--- config.mk ---
export PLATFORM = sky130hd
export DESIGN_NAME = hrs_result_setup_regs
export DESIGN_NICKNAME = d
export VERILOG_FILES = /design/src/include/hrs_pkg.sv /design/src/include/hrs_res_if.sv /design/src/rtl/hrs_result_store.sv /design/src/rtl/hrs_read_trigger.sv /design/src/rtl/hrs_result_setup_regs.sv
export SDC_FILE = /design/constraint.sdc
export NUM_CORES = 1
export LEC_CHECK = 0
export BUFFER_PORTS_ARGS = -buffer_cell sky130_fd_sc_hd__buf_2
export CAP_MARGIN = 20
export CORE_MARGIN = 5
export CORE_UTILIZATION = 33
export CTS_BUF_LIST = sky130_fd_sc_hd__clkbuf_4
export CTS_CLUSTER_DIAMETER = 150
export DETAILED_ROUTE_END_ITERATION = 7
export SLEW_MARGIN = 20
export SYNTH_ARGS = -nofsm -noshare
export SYNTH_HDL_FRONTEND = slang
export SYNTH_SLANG_ARGS = --single-unit
export TNS_END_PERCENT = 1
--- constraint.sdc ---
create_clock -name i_clock -period 2 [get_ports i_clock]
set_input_delay 0.1 -clock i_clock [delete_from_list [all_inputs] [get_ports i_clock]]
set_output_delay 0.1 -clock i_clock [all_outputs]
set_load 0.005 [all_outputs]
--- src/include/hrs_pkg.sv ---
// Purpose: Shared constants and state types for the hall result and setup registers.
// Assumes: One 125 MHz clock and a synchronous active-low reset.
// Notes: Register offsets are the byte addresses seen on the register port.
package hrs_pkg;

  // Register offsets.
  localparam logic [7:0] HRS_OFS_X_MSB = 8'h00;
  localparam logic [7:0] HRS_OFS_Y_MSB = 8'h01;
  localparam logic [7:0] HRS_OFS_Z_MSB = 8'h02;
  localparam logic [7:0] HRS_OFS_T_MSB = 8'h03;
  localparam logic [7:0] HRS_OFS_XY_LOW = 8'h04;
  localparam logic [7:0] HRS_OFS_TZ_LOW = 8'h05;
  localparam logic [7:0] HRS_OFS_SETUP = 8'h10;

  // Setup register field positions.
  localparam int unsigned HRS_THERMAL_OFF_BIT = 7;
  localparam int unsigned HRS_PLANAR_ONLY_BIT = 6;
  localparam int unsigned HRS_CONV_ON_READ_SEL_SEL_LSB = 4;
  localparam int unsigned HRS_DOUBLE_GAIN_BIT = 3;
  localparam int unsigned HRS_MAGNET_TC_LSB = 1;
  localparam int unsigned HRS_PARITY_BIT = 0;

  // Conversion-on-read selector codes; any code with the upper bit set means after the low byte.
  localparam logic [1:0] HRS_CONV_ON_READ_SEL_NONE = 2'h0;
  localparam logic [1:0] HRS_CONV_ON_READ_SEL_FIRST = 2'h1;

  // Values after reset.
  localparam logic [7:0] HRS_SETUP_RST = 8'h00;
  localparam logic [7:0] HRS_RDATA_RST = 8'h00;
  localparam logic [11:0] HRS_FIELD_RST = 12'h800;
  localparam logic [11:0] HRS_TEMP_RST = 12'h800;

  // Conversion tracking states.
  typedef enum logic [1:0] {
    HRS_IDLE = 2'h0,
    HRS_BUSY = 2'h1
  } hrs_conv_e;

  // Settings handed to the converter for one conversion.
  typedef struct packed {
    logic temp_en;
    logic z_en;
    logic double_gain;
    logic [1:0] magnet_tc_sel;
  } hrs_act_s;

  // State of the top module.
  typedef struct packed {
    hrs_conv_e st;
    logic [7:0] setup;
    hrs_act_s act;
    logic [7:0] rdata;
    logic pok;
  } hrs_core_s;

  // State of the result store.
  typedef struct packed {
    logic [11:0] x;
    logic [11:0] y;
    logic [11:0] z;
    logic [11:0] t;
  } hrs_store_s;

  localparam hrs_act_s HRS_ACT_RST = '{1'b1, 1'b1, 1'b0, 2'h0};
  localparam hrs_core_s HRS_CORE_RST = '{HRS_IDLE, HRS_SETUP_RST, HRS_ACT_RST, HRS_RDATA_RST, 1'b1};
  localparam hrs_store_s HRS_STORE_RST = '{HRS_FIELD_RST, HRS_FIELD_RST, HRS_FIELD_RST, HRS_TEMP_RST};

  // True when a read strobe targets the given offset.
  function automatic logic hrs_rd_hit(input logic rd, input logic [7:0] addr, input logic [7:0] ofs);
    hrs_rd_hit = rd && (addr == ofs);
  endfunction : hrs_rd_hit

endpackage : hrs_pkg

--- src/include/hrs_res_if.sv ---
// Purpose: Carries the stored conversion results from the store to the register reader.
// Assumes: Both ends run on the same clock.
// Notes: Values are held results, not live converter data.
interface hrs_res_if;
  logic [11:0] x;
  logic [11:0] y;
  logic [11:0] z;
  logic [11:0] t;
  modport store (output x, y, z, t);
  modport view (input x, y, z, t);
endinterface : hrs_res_if

--- src/rtl/hrs_result_store.sv ---
// Purpose: Holds the last X, Y, Z and temperature results.
// Assumes: i_done is a one-cycle pulse with valid results beside it.
// Notes: Disabled channels are written back to their reset values.
module hrs_result_store (
  // Clock and reset.
  input wire logic i_clock,
  input wire logic i_nrst,
  // Converter side.
  input wire logic i_done,
  input wire logic i_temp_en,
  input wire logic i_z_en,
  input wire logic [11:0] i_res_x,
  input wire logic [11:0] i_res_y,
  input wire logic [11:0] i_res_z,
  input wire logic [11:0] i_res_t,
  // Stored results.
  hrs_res_if.store res
);
  import hrs_pkg::*;

  hrs_store_s q;
  hrs_store_s d;

  // A finished conversion overwrites every channel; disabled ones fall back to reset values.
  always_comb begin
    d = q;
    if (i_done) begin
      d.x = i_res_x;
      d.y = i_res_y;
      d.z = i_z_en ? i_res_z : HRS_FIELD_RST;
      d.t = i_temp_en ? i_res_t : HRS_TEMP_RST;
    end
  end

  // State register.
  always_ff @(posedge i_clock) begin
    if (!i_nrst) begin
      q <= HRS_STORE_RST;
    end else begin
      q <= d;
    end
  end

  // Results go out unchanged.
  assign res.x = q.x;
  assign res.y = q.y;
  assign res.z = q.z;
  assign res.t = q.t;
endmodule : hrs_result_store

--- src/rtl/hrs_read_trigger.sv ---
// Purpose: Raises a conversion request when a read matches the selected trigger point.
// Assumes: Read strobes are one cycle long.
// Notes: The request is a one-cycle pulse one cycle after the read.
module hrs_read_trigger (
  // Clock and reset.
  input wire logic i_clock,
  input wire logic i_nrst,
  // Read port view.
  input wire logic i_rd,
  input wire logic [7:0] i_addr,
  // Selection.
  input wire logic i_short_read_sel,
  input wire logic [1:0] i_conv_on_read_sel_sel,
  // Request.
  output logic o_conv_on_read_sel
);
  import hrs_pkg::*;

  logic q;
  logic d;

  // Only the one-byte protocol lets the selector start conversions.
  always_comb begin
    d = 1'b0;
    if (i_short_read_sel) begin
      d = ((i_conv_on_read_sel_sel == HRS_CONV_ON_READ_SEL_FIRST) && hrs_rd_hit(i_rd, i_addr, HRS_OFS_X_MSB)) ||
          (i_conv_on_read_sel_sel[1] && hrs_rd_hit(i_rd, i_addr, HRS_OFS_TZ_LOW));
    end
  end

  // Request register.
  always_ff @(posedge i_clock) begin
    if (!i_nrst) begin
      q <= 1'b0;
    end else begin
      q <= d;
    end
  end

  assign o_conv_on_read_sel = q;

endmodule : hrs_read_trigger

--- src/rtl/hrs_result_setup_regs.sv ---
// Purpose: Low result bytes, address echo and conversion setup register of a 3-axis hall sensor.
// Assumes: Register strobes and converter signals come from logic on the same clock.
// Notes: Settings are frozen for the length of a conversion.
module hrs_result_setup_regs (
  // Clock and reset.
  input wire logic i_clock,
  input wire logic i_nrst,
  // Register port.
  input wire logic [7:0] i_reg_addr,
  input wire logic i_reg_rd,
  input wire logic i_reg_wr,
  input wire logic [7:0] i_reg_wdata,
  output logic [7:0] o_reg_rdata,
  // Mode register fields.
  input wire logic i_short_read_sel,
  input wire logic [1:0] i_bus_addr_sel,
  // Converter.
  input wire logic i_conv_start,
  input wire logic i_conv_done,
  input wire logic [11:0] i_res_x,
  input wire logic [11:0] i_res_y,
  input wire logic [11:0] i_res_z,
  input wire logic [11:0] i_res_t,
  output logic o_conv_conv_on_read_sel,
  output logic o_temp_en,
  output logic o_z_en,
  output logic o_double_gain,
  output logic [1:0] o_magnet_tc_sel,
  // Diagnostic flag.
  output logic o_setup_parity_ok
);
  import hrs_pkg::*;

  hrs_core_s q;
  hrs_core_s d;
  hrs_res_if res ();
  logic done_ok;

  // A finish is only taken while a conversion is open.
  assign done_ok = i_conv_done && (q.st == HRS_BUSY);

  // True when a write strobe targets the setup register.
  function automatic logic setup_wr(input logic wr, input logic [7:0] addr);
    setup_wr = wr && (addr == HRS_OFS_SETUP);
  endfunction : setup_wr

  // Result store, fed with the settings the running conversion used.
  hrs_result_store u_store (
    .i_clock(i_clock),
    .i_nrst(i_nrst),
    .i_done(done_ok),
    .i_temp_en(q.act.temp_en),
    .i_z_en(q.act.z_en),
    .i_res_x(i_res_x),
    .i_res_y(i_res_y),
    .i_res_z(i_res_z),
    .i_res_t(i_res_t),
    .res(res.store)
  );

  // Conversion requests raised by reads.
  hrs_read_trigger u_conv_on_read_sel (
    .i_clock(i_clock),
    .i_nrst(i_nrst),
    .i_rd(i_reg_rd),
    .i_addr(i_reg_addr),
    .i_short_read_sel(i_short_read_sel),
    .i_conv_on_read_sel_sel(q.setup[HRS_CONV_ON_READ_SEL_SEL_LSB +: 2]),
    .o_conv_on_read_sel(o_conv_conv_on_read_sel)
  );

  // Next state: setup write, settings snapshot, conversion tracking and read data.
  always_comb begin
    d = q;
    if (setup_wr(i_reg_wr, i_reg_addr)) begin
      d.setup = i_reg_wdata;
    end
    // Even parity over all eight bits, including the parity bit.
    d.pok = ~^d.setup;
    case (q.st)
      HRS_IDLE: begin
        // Settings follow the setup register in every idle cycle, the start cycle included,
        // so a write made during one conversion reaches the next even when it starts at once.
        d.act.temp_en = !q.setup[HRS_THERMAL_OFF_BIT];
        d.act.z_en = !(q.setup[HRS_THERMAL_OFF_BIT] && q.setup[HRS_PLANAR_ONLY_BIT]);
        d.act.double_gain = q.setup[HRS_DOUBLE_GAIN_BIT];
        d.act.magnet_tc_sel = q.setup[HRS_MAGNET_TC_LSB +: 2];
        if (i_conv_start) begin
          d.st = HRS_BUSY;
        end
      end
      HRS_BUSY: begin
        if (i_conv_done) begin
          d.st = HRS_IDLE;
        end
      end
      default: begin
        d.st = HRS_IDLE;
      end
    endcase
    d.rdata = HRS_RDATA_RST;
    if (i_reg_rd) begin
      case (i_reg_addr)
        HRS_OFS_X_MSB: d.rdata = res.x[11:4];
        HRS_OFS_Y_MSB: d.rdata = res.y[11:4];
        HRS_OFS_Z_MSB: d.rdata = res.z[11:4];
        HRS_OFS_T_MSB: d.rdata = res.t[11:4];
        HRS_OFS_XY_LOW: d.rdata = {res.x[3:0], res.y[3:0]};
        HRS_OFS_TZ_LOW: d.rdata = {res.t[3:2], i_bus_addr_sel, res.z[3:0]};
        HRS_OFS_SETUP: d.rdata = q.setup;
        default: d.rdata = HRS_RDATA_RST;
      endcase
    end
  end

  // State register.
  always_ff @(posedge i_clock) begin
    if (!i_nrst) begin
      q <= HRS_CORE_RST;
    end else begin
      q <= d;
    end
  end

  // Outputs come straight from the state register.
  assign o_reg_rdata = q.rdata;
  assign o_temp_en = q.act.temp_en;
  assign o_z_en = q.act.z_en;
  // Gain applies to the field channels only; temperature stays full range.
  assign o_double_gain = q.act.double_gain;
  assign o_magnet_tc_sel = q.act.magnet_tc_sel;
  assign o_setup_parity_ok = q.pok;
endmodule : hrs_result_setup_regs

* Word level (Yosys, flattened, before mapping)
Index checks and enable logic that the tools add are counted.
Word-level totals: word-level logic and storage cells 46, input bits 73, bits in writable memories 0, bits in registers 73, memories kept 0, memory bits (read-only) 0, bits in latches 0
Operators by class: eq/ne operators 10, multiply operators 0, reductions and logical operators 16, bitwise operators 0, shifts and indexed selects 0, order comparisons 0, muxes and demuxes 7, add/subtract/negate cells 0, divide/modulo/power cells 0
Operators by type and width (count):
- $pmux 8 s7 | 1
- $mux 12 | 2
- $eq 8x2->1 const B | 2
- $eq 8x3->1 const B | 2
- $eq 8x1->1 const B | 1
- $eq 8x5->1 const B | 1
- $logic_not 8->1 | 1
- $mux 8 | 1
- $reduce_xnor 8->1 | 1
- $logic_and 1x1->1 | 7
- $reduce_and 2->1 | 3
- $eq 2x1->1 const B | 2
- $mux 2 | 2
- $ne 2x2->1 const B | 2
- $pmux 2 s2 | 1
- $logic_not 1->1 | 2
- $logic_not 2->1 | 1
- $logic_or 1x1->1 | 1

* Longest topological paths before layout
depth in word-level cells 4, depth in mapped cells 6, gate-level depth less buffers 4

* Hierarchy
A second synthesis with hierarchy kept.
Unflattened totals: cells, all modules 321, area total of the unflattened synthesis 3415.8 µm²
By module, submodules not included:
- hrs_result_store | times used 1, area an instance 1928.1 µm², cells an instance 186
- hrs_result_setup_regs | times used 1, area an instance 1417.6 µm², cells an instance 128
- hrs_read_trigger | times used 1, area an instance 70.1 µm², cells an instance 7

* Worst setup path after synthesis
No wires, ideal clock.
path type input to register, start in i_reg_addr[3], end reg q[14] (netlist bit), required time 1884 ps, stages 5, setup slack 542 ps, path buffers 1, arrival 1342 ps, cell sequence or4_4 > nor4_4 > buf_6 > mux2i_1 > nor2b_1
Between the ends: longest elaborated chain between the ends 3
Ends and longest elaborated chain:
- start, declared | RTL line hrs_result_setup_regs.sv:9 | input wire logic [7:0] i_reg_addr,
- $eq 8x5->1 | RTL line hrs_result_setup_regs.sv:44 | setup_wr = wr && (addr == HRS_OFS_SETUP);
- $logic_and 1x1->1 | RTL line hrs_result_setup_regs.sv:44
- $mux 8 | RTL line hrs_result_setup_regs.sv:75 | if (setup_wr(i_reg_wr, i_reg_addr)) begin
- end signal, assigned | RTL line hrs_result_setup_regs.sv:119 | q <= HRS_CORE_RST;
- end signal, assigned | RTL line hrs_result_setup_regs.sv:121 | q <= d;
- end, declared | RTL line hrs_result_setup_regs.sv:34 | hrs_core_s q;
No other way between the ends. A chain may end at the register's enable or synchronous reset.

* Final worst setup path
start reg q[22] (netlist bit), end reg u_store.q, in the netlist u_store.res.y[11]
Between the ends: longest elaborated chain between the ends 2
Ends and longest elaborated chain:
- $eq 2x1->1 | RTL line hrs_result_setup_regs.sv:40 | assign done_ok = i_conv_done && (q.st == HRS_BUSY);
- $logic_and 1x1->1 | RTL line hrs_result_setup_regs.sv:40
- end signal, assigned | RTL line hrs_result_store.sv:38 | q <= HRS_STORE_RST;
- end signal, assigned | RTL line hrs_result_store.sv:40 | q <= d;
- end, declared | RTL line hrs_result_store.sv:21 | hrs_store_s q;
No other way between the ends.

==> metrics.txt <==
outcome=finished clean; count of input and output buffers=85; cell at the slowest stage of the critical path=dlygate4sd3_1; post-synthesis area per instance=9.41 sq um; count of placed standard cells in the final layout, fillers left out=601; required time at the worst-slack endpoint=2320 ps; initial core utilization=33.7%; Cell Int Power=2.29 mW; clock share of power=38.8%; Clock Latency Late Sink=430 ps; setup bufs post-CTS=0; type of the tightest min-delay check=input pin to register; Worst setup SP type=register; net switching share of the total power=23.9%; fraction of power consumed by sequential logic=48.6%; Unique masters post-synth=34; average detailed-routed wire length per instance=15.0 um; Most used DFF post-synth=dfxtp_1; sequential share of the synthesized area=45.0%; worst setup skew after layout=15.3 ps; wire length of the first global-routing pass=14.2 mm; largest vdd supply drop=0.000283 V; share of synthesized flip-flops with an asynchronous set or reset=0%; Core ar.=9240 sq um; number of maximum-capacitance constraint violations=0; remaining routing DRC violations=0; Pwr per Cell Area=682 nW/um^2; die outline area=11,500 sq um; maximum root-to-sink buffer count=2; Critical Setup Path Class=register to register; vias per cell=4.64; synthesis-stage register bit count=70; clock slew seen by the registers of the worst setup and hold paths=120 ps; net switching component of the power=0.718 mW; total half-perimeter wirelength after legalization and detailed placement=6.35 mm; Die Y=107 um; overall track demand over capacity in global routing=16.1%; routed via count=2,789; transition time at the pin with the least slew margin=699 ps; I/O pins=88; Critical Path End Type=register; maximum net fanout on the critical path=25; slew margin rel.=53.4%; number of hold buffers added after cts=62; Post-DRT Antenna Nets=0; most common cell after layout, fill and taps aside=buf_2; setup violation total in the final timing report=0; total global routing overflow=0; P_leak=1.74 nW; global-route layer with the greatest usage=met2; unrepaired setup endpoints after global routing=false; fraction of the cycle the final worst path needs=87.6%; worst endpoint data arrival time=2070 ps; total length of routed wires=8.99 mm; Final #Nets=538; Cell Rows=35; Hold Vio Cnt, Final=0; ordered cell list for the critical path=nand2_1 -> buf_4 -> nand2_1 -> nand3_1 -> dlygate4sd3_1; post-synthesis instance total=331; number of DRC markers in iteration 0=114; pin count of the biggest net entering global routing=29; hold slack final=91.7 ps; met3 global-route usage=3.79%; global routing met1 resource utilization=19.9%; die width=107 um; vias in the first global route=2,853; GR Layer Usage met2=25.7%; Final Max Slew Viols=0; number of buffers inserted during clock tree synthesis=9; H-tree Lvls=3; top library cells by usage in the layout, fill and taps aside=buf_2 (85), dfxtp_1 (70), dlygate4sd3_1 (62), nand2_1 (61), a22o_1 (28); antenna violations before repair=1; RD Place Congestion=0.823; number of flops mapped to enable cells by yosys=0; number of sinks driven by the clock tree=70; master cell of the clock root buffer=clkbuf_4; share of post-route cells with drive strength above 1=26.4%; post-route minimum period=1750 ps; Fmax=0.571 GHz; Most Frequent Cell on Critical Path=nand2_1; CP max stage delay=570 ps; Post-Syn Area=3110 sq um; Mapped Nets=404; Layout area overhead=41.5%; number of iterations in the first detailed-routing pass=4; Total Neg Setup Slack=0 ps; number of resized instances in the post-cts repair step=0; cell count after placement=521; TritonCTS clock tree=built; Synth warnings=0; combinational fraction of design power=12.5%
-- critical path, delay by kind of cell, from the launching register on --
family                 cells  cell delay (ps)
buffers and inverters      2              810
and+or+nand+nor            3              290
DFF                        1              550
-- per-stage QoR --
step                      setup slack (ps)  util, %  power [mW]  instance area [sq um]
after floorplan                        542        -        1.65                   3110
after global placement                 311     38.9        1.77                   3590
after detailed placement               288     38.9        1.77                   3590
after CTS                              248     47.6        3.03                   4400
after global routing                  88.8     47.7        3.14                   4400
final                                  249     47.7        3.01                   4410
-- layer usage --
layer  routed length, um  vias up
li1                    -     1423
met1                4110     1273
met2                4170       70
met3                 406       23
met4                 298        0
met5                   0        -
-- sequential cells by signal, indices dropped and copies added, names as in the netlist --
register and cells:
o_double_gain 1, o_magnet_tc_sel 2, o_reg_rdata 8, o_setup_parity_ok 1, o_temp_en 1, o_z_en 1
q 9, u_conv_on_read_sel.o_conv_on_read_sel 1, u_store.res.t 10, u_store.res.x 12, u_store.res.y 12, u_store.res.z 12
-- path summary, 6_finish.rpt --
path	start	to	slack, ps	cells past startpoint
max	q[22]$_SDFFE_PN0P_	u_store.res.y[11]$_SDFFE_PN1P_	250	5
min	i_reg_addr[4]	o_reg_rdata[1]$_SDFF_PN0_	90	3
max reg2reg	q[22]$_SDFFE_PN0P_	u_store.res.y[11]$_SDFFE_PN1P_	250	5
min reg2reg	u_store.res.t[3]$_SDFFE_PN0P_	o_reg_rdata[7]$_SDFF_PN0_	460	2
-- layout make-up --
type / instances / area, sq um
fillers: 920 / 4830
multi-input cells: 226 / 1530
flip-flops and latches: 70 / 1400
repair buffers: 155 / 1110
well taps: 129 / 161
clock inverters: 7 / 123
clock buffers: 9 / 67.6
inverters: 3 / 11.3
diodes: 2 / 5.00
-- logic make-up (layout without fill, tap and decap cells) --
kind of cell,count (synthesis),after routing,share of synthesized area [%]
flip-flops,70,70,45.0
buffers and inverters,35,174,5.83
multiplexers,29,29,9.72
other,0,2,0
XOR/XNOR,14,14,3.94
AO/OA/AOI/OAI,79,79,19.5
AND/OR/NAND/NOR,104,104,16.0
-- power by group through the flow --
stage               clock network, mW  logic [mW]  registers, mW
finish                           1.17       0.377           1.46
global route                     1.26       0.413           1.47
CTS                              1.20       0.376           1.46
detailed placement                  0       0.282           1.49
global placement                    0       0.277           1.49
floorplan                           0       0.166           1.48
-- synth_stat cells, drive strengths merged (3+ instances only) --
master / count / area, sq um
nor2: 10 / 37.5
nand3: 4 / 20.0
a32oi: 3 / 26.3
buf: 15 / 106
o2bb2ai: 4 / 35.0
a22o: 28 / 245
nor3: 3 / 25.0
and3: 3 / 18.8
mux2: 10 / 113
a21oi: 11 / 55.1
inv: 3 / 11.3
mux2i: 19 / 190
a21boi: 22 / 165
nor2b: 13 / 81.3
clkbuf: 17 / 63.8
dfxtp: 70 / 1400
a22oi: 7 / 52.6
nand2: 61 / 229
xnor2: 14 / 123
Note: power is estimated with default switching activity, not from simulation.
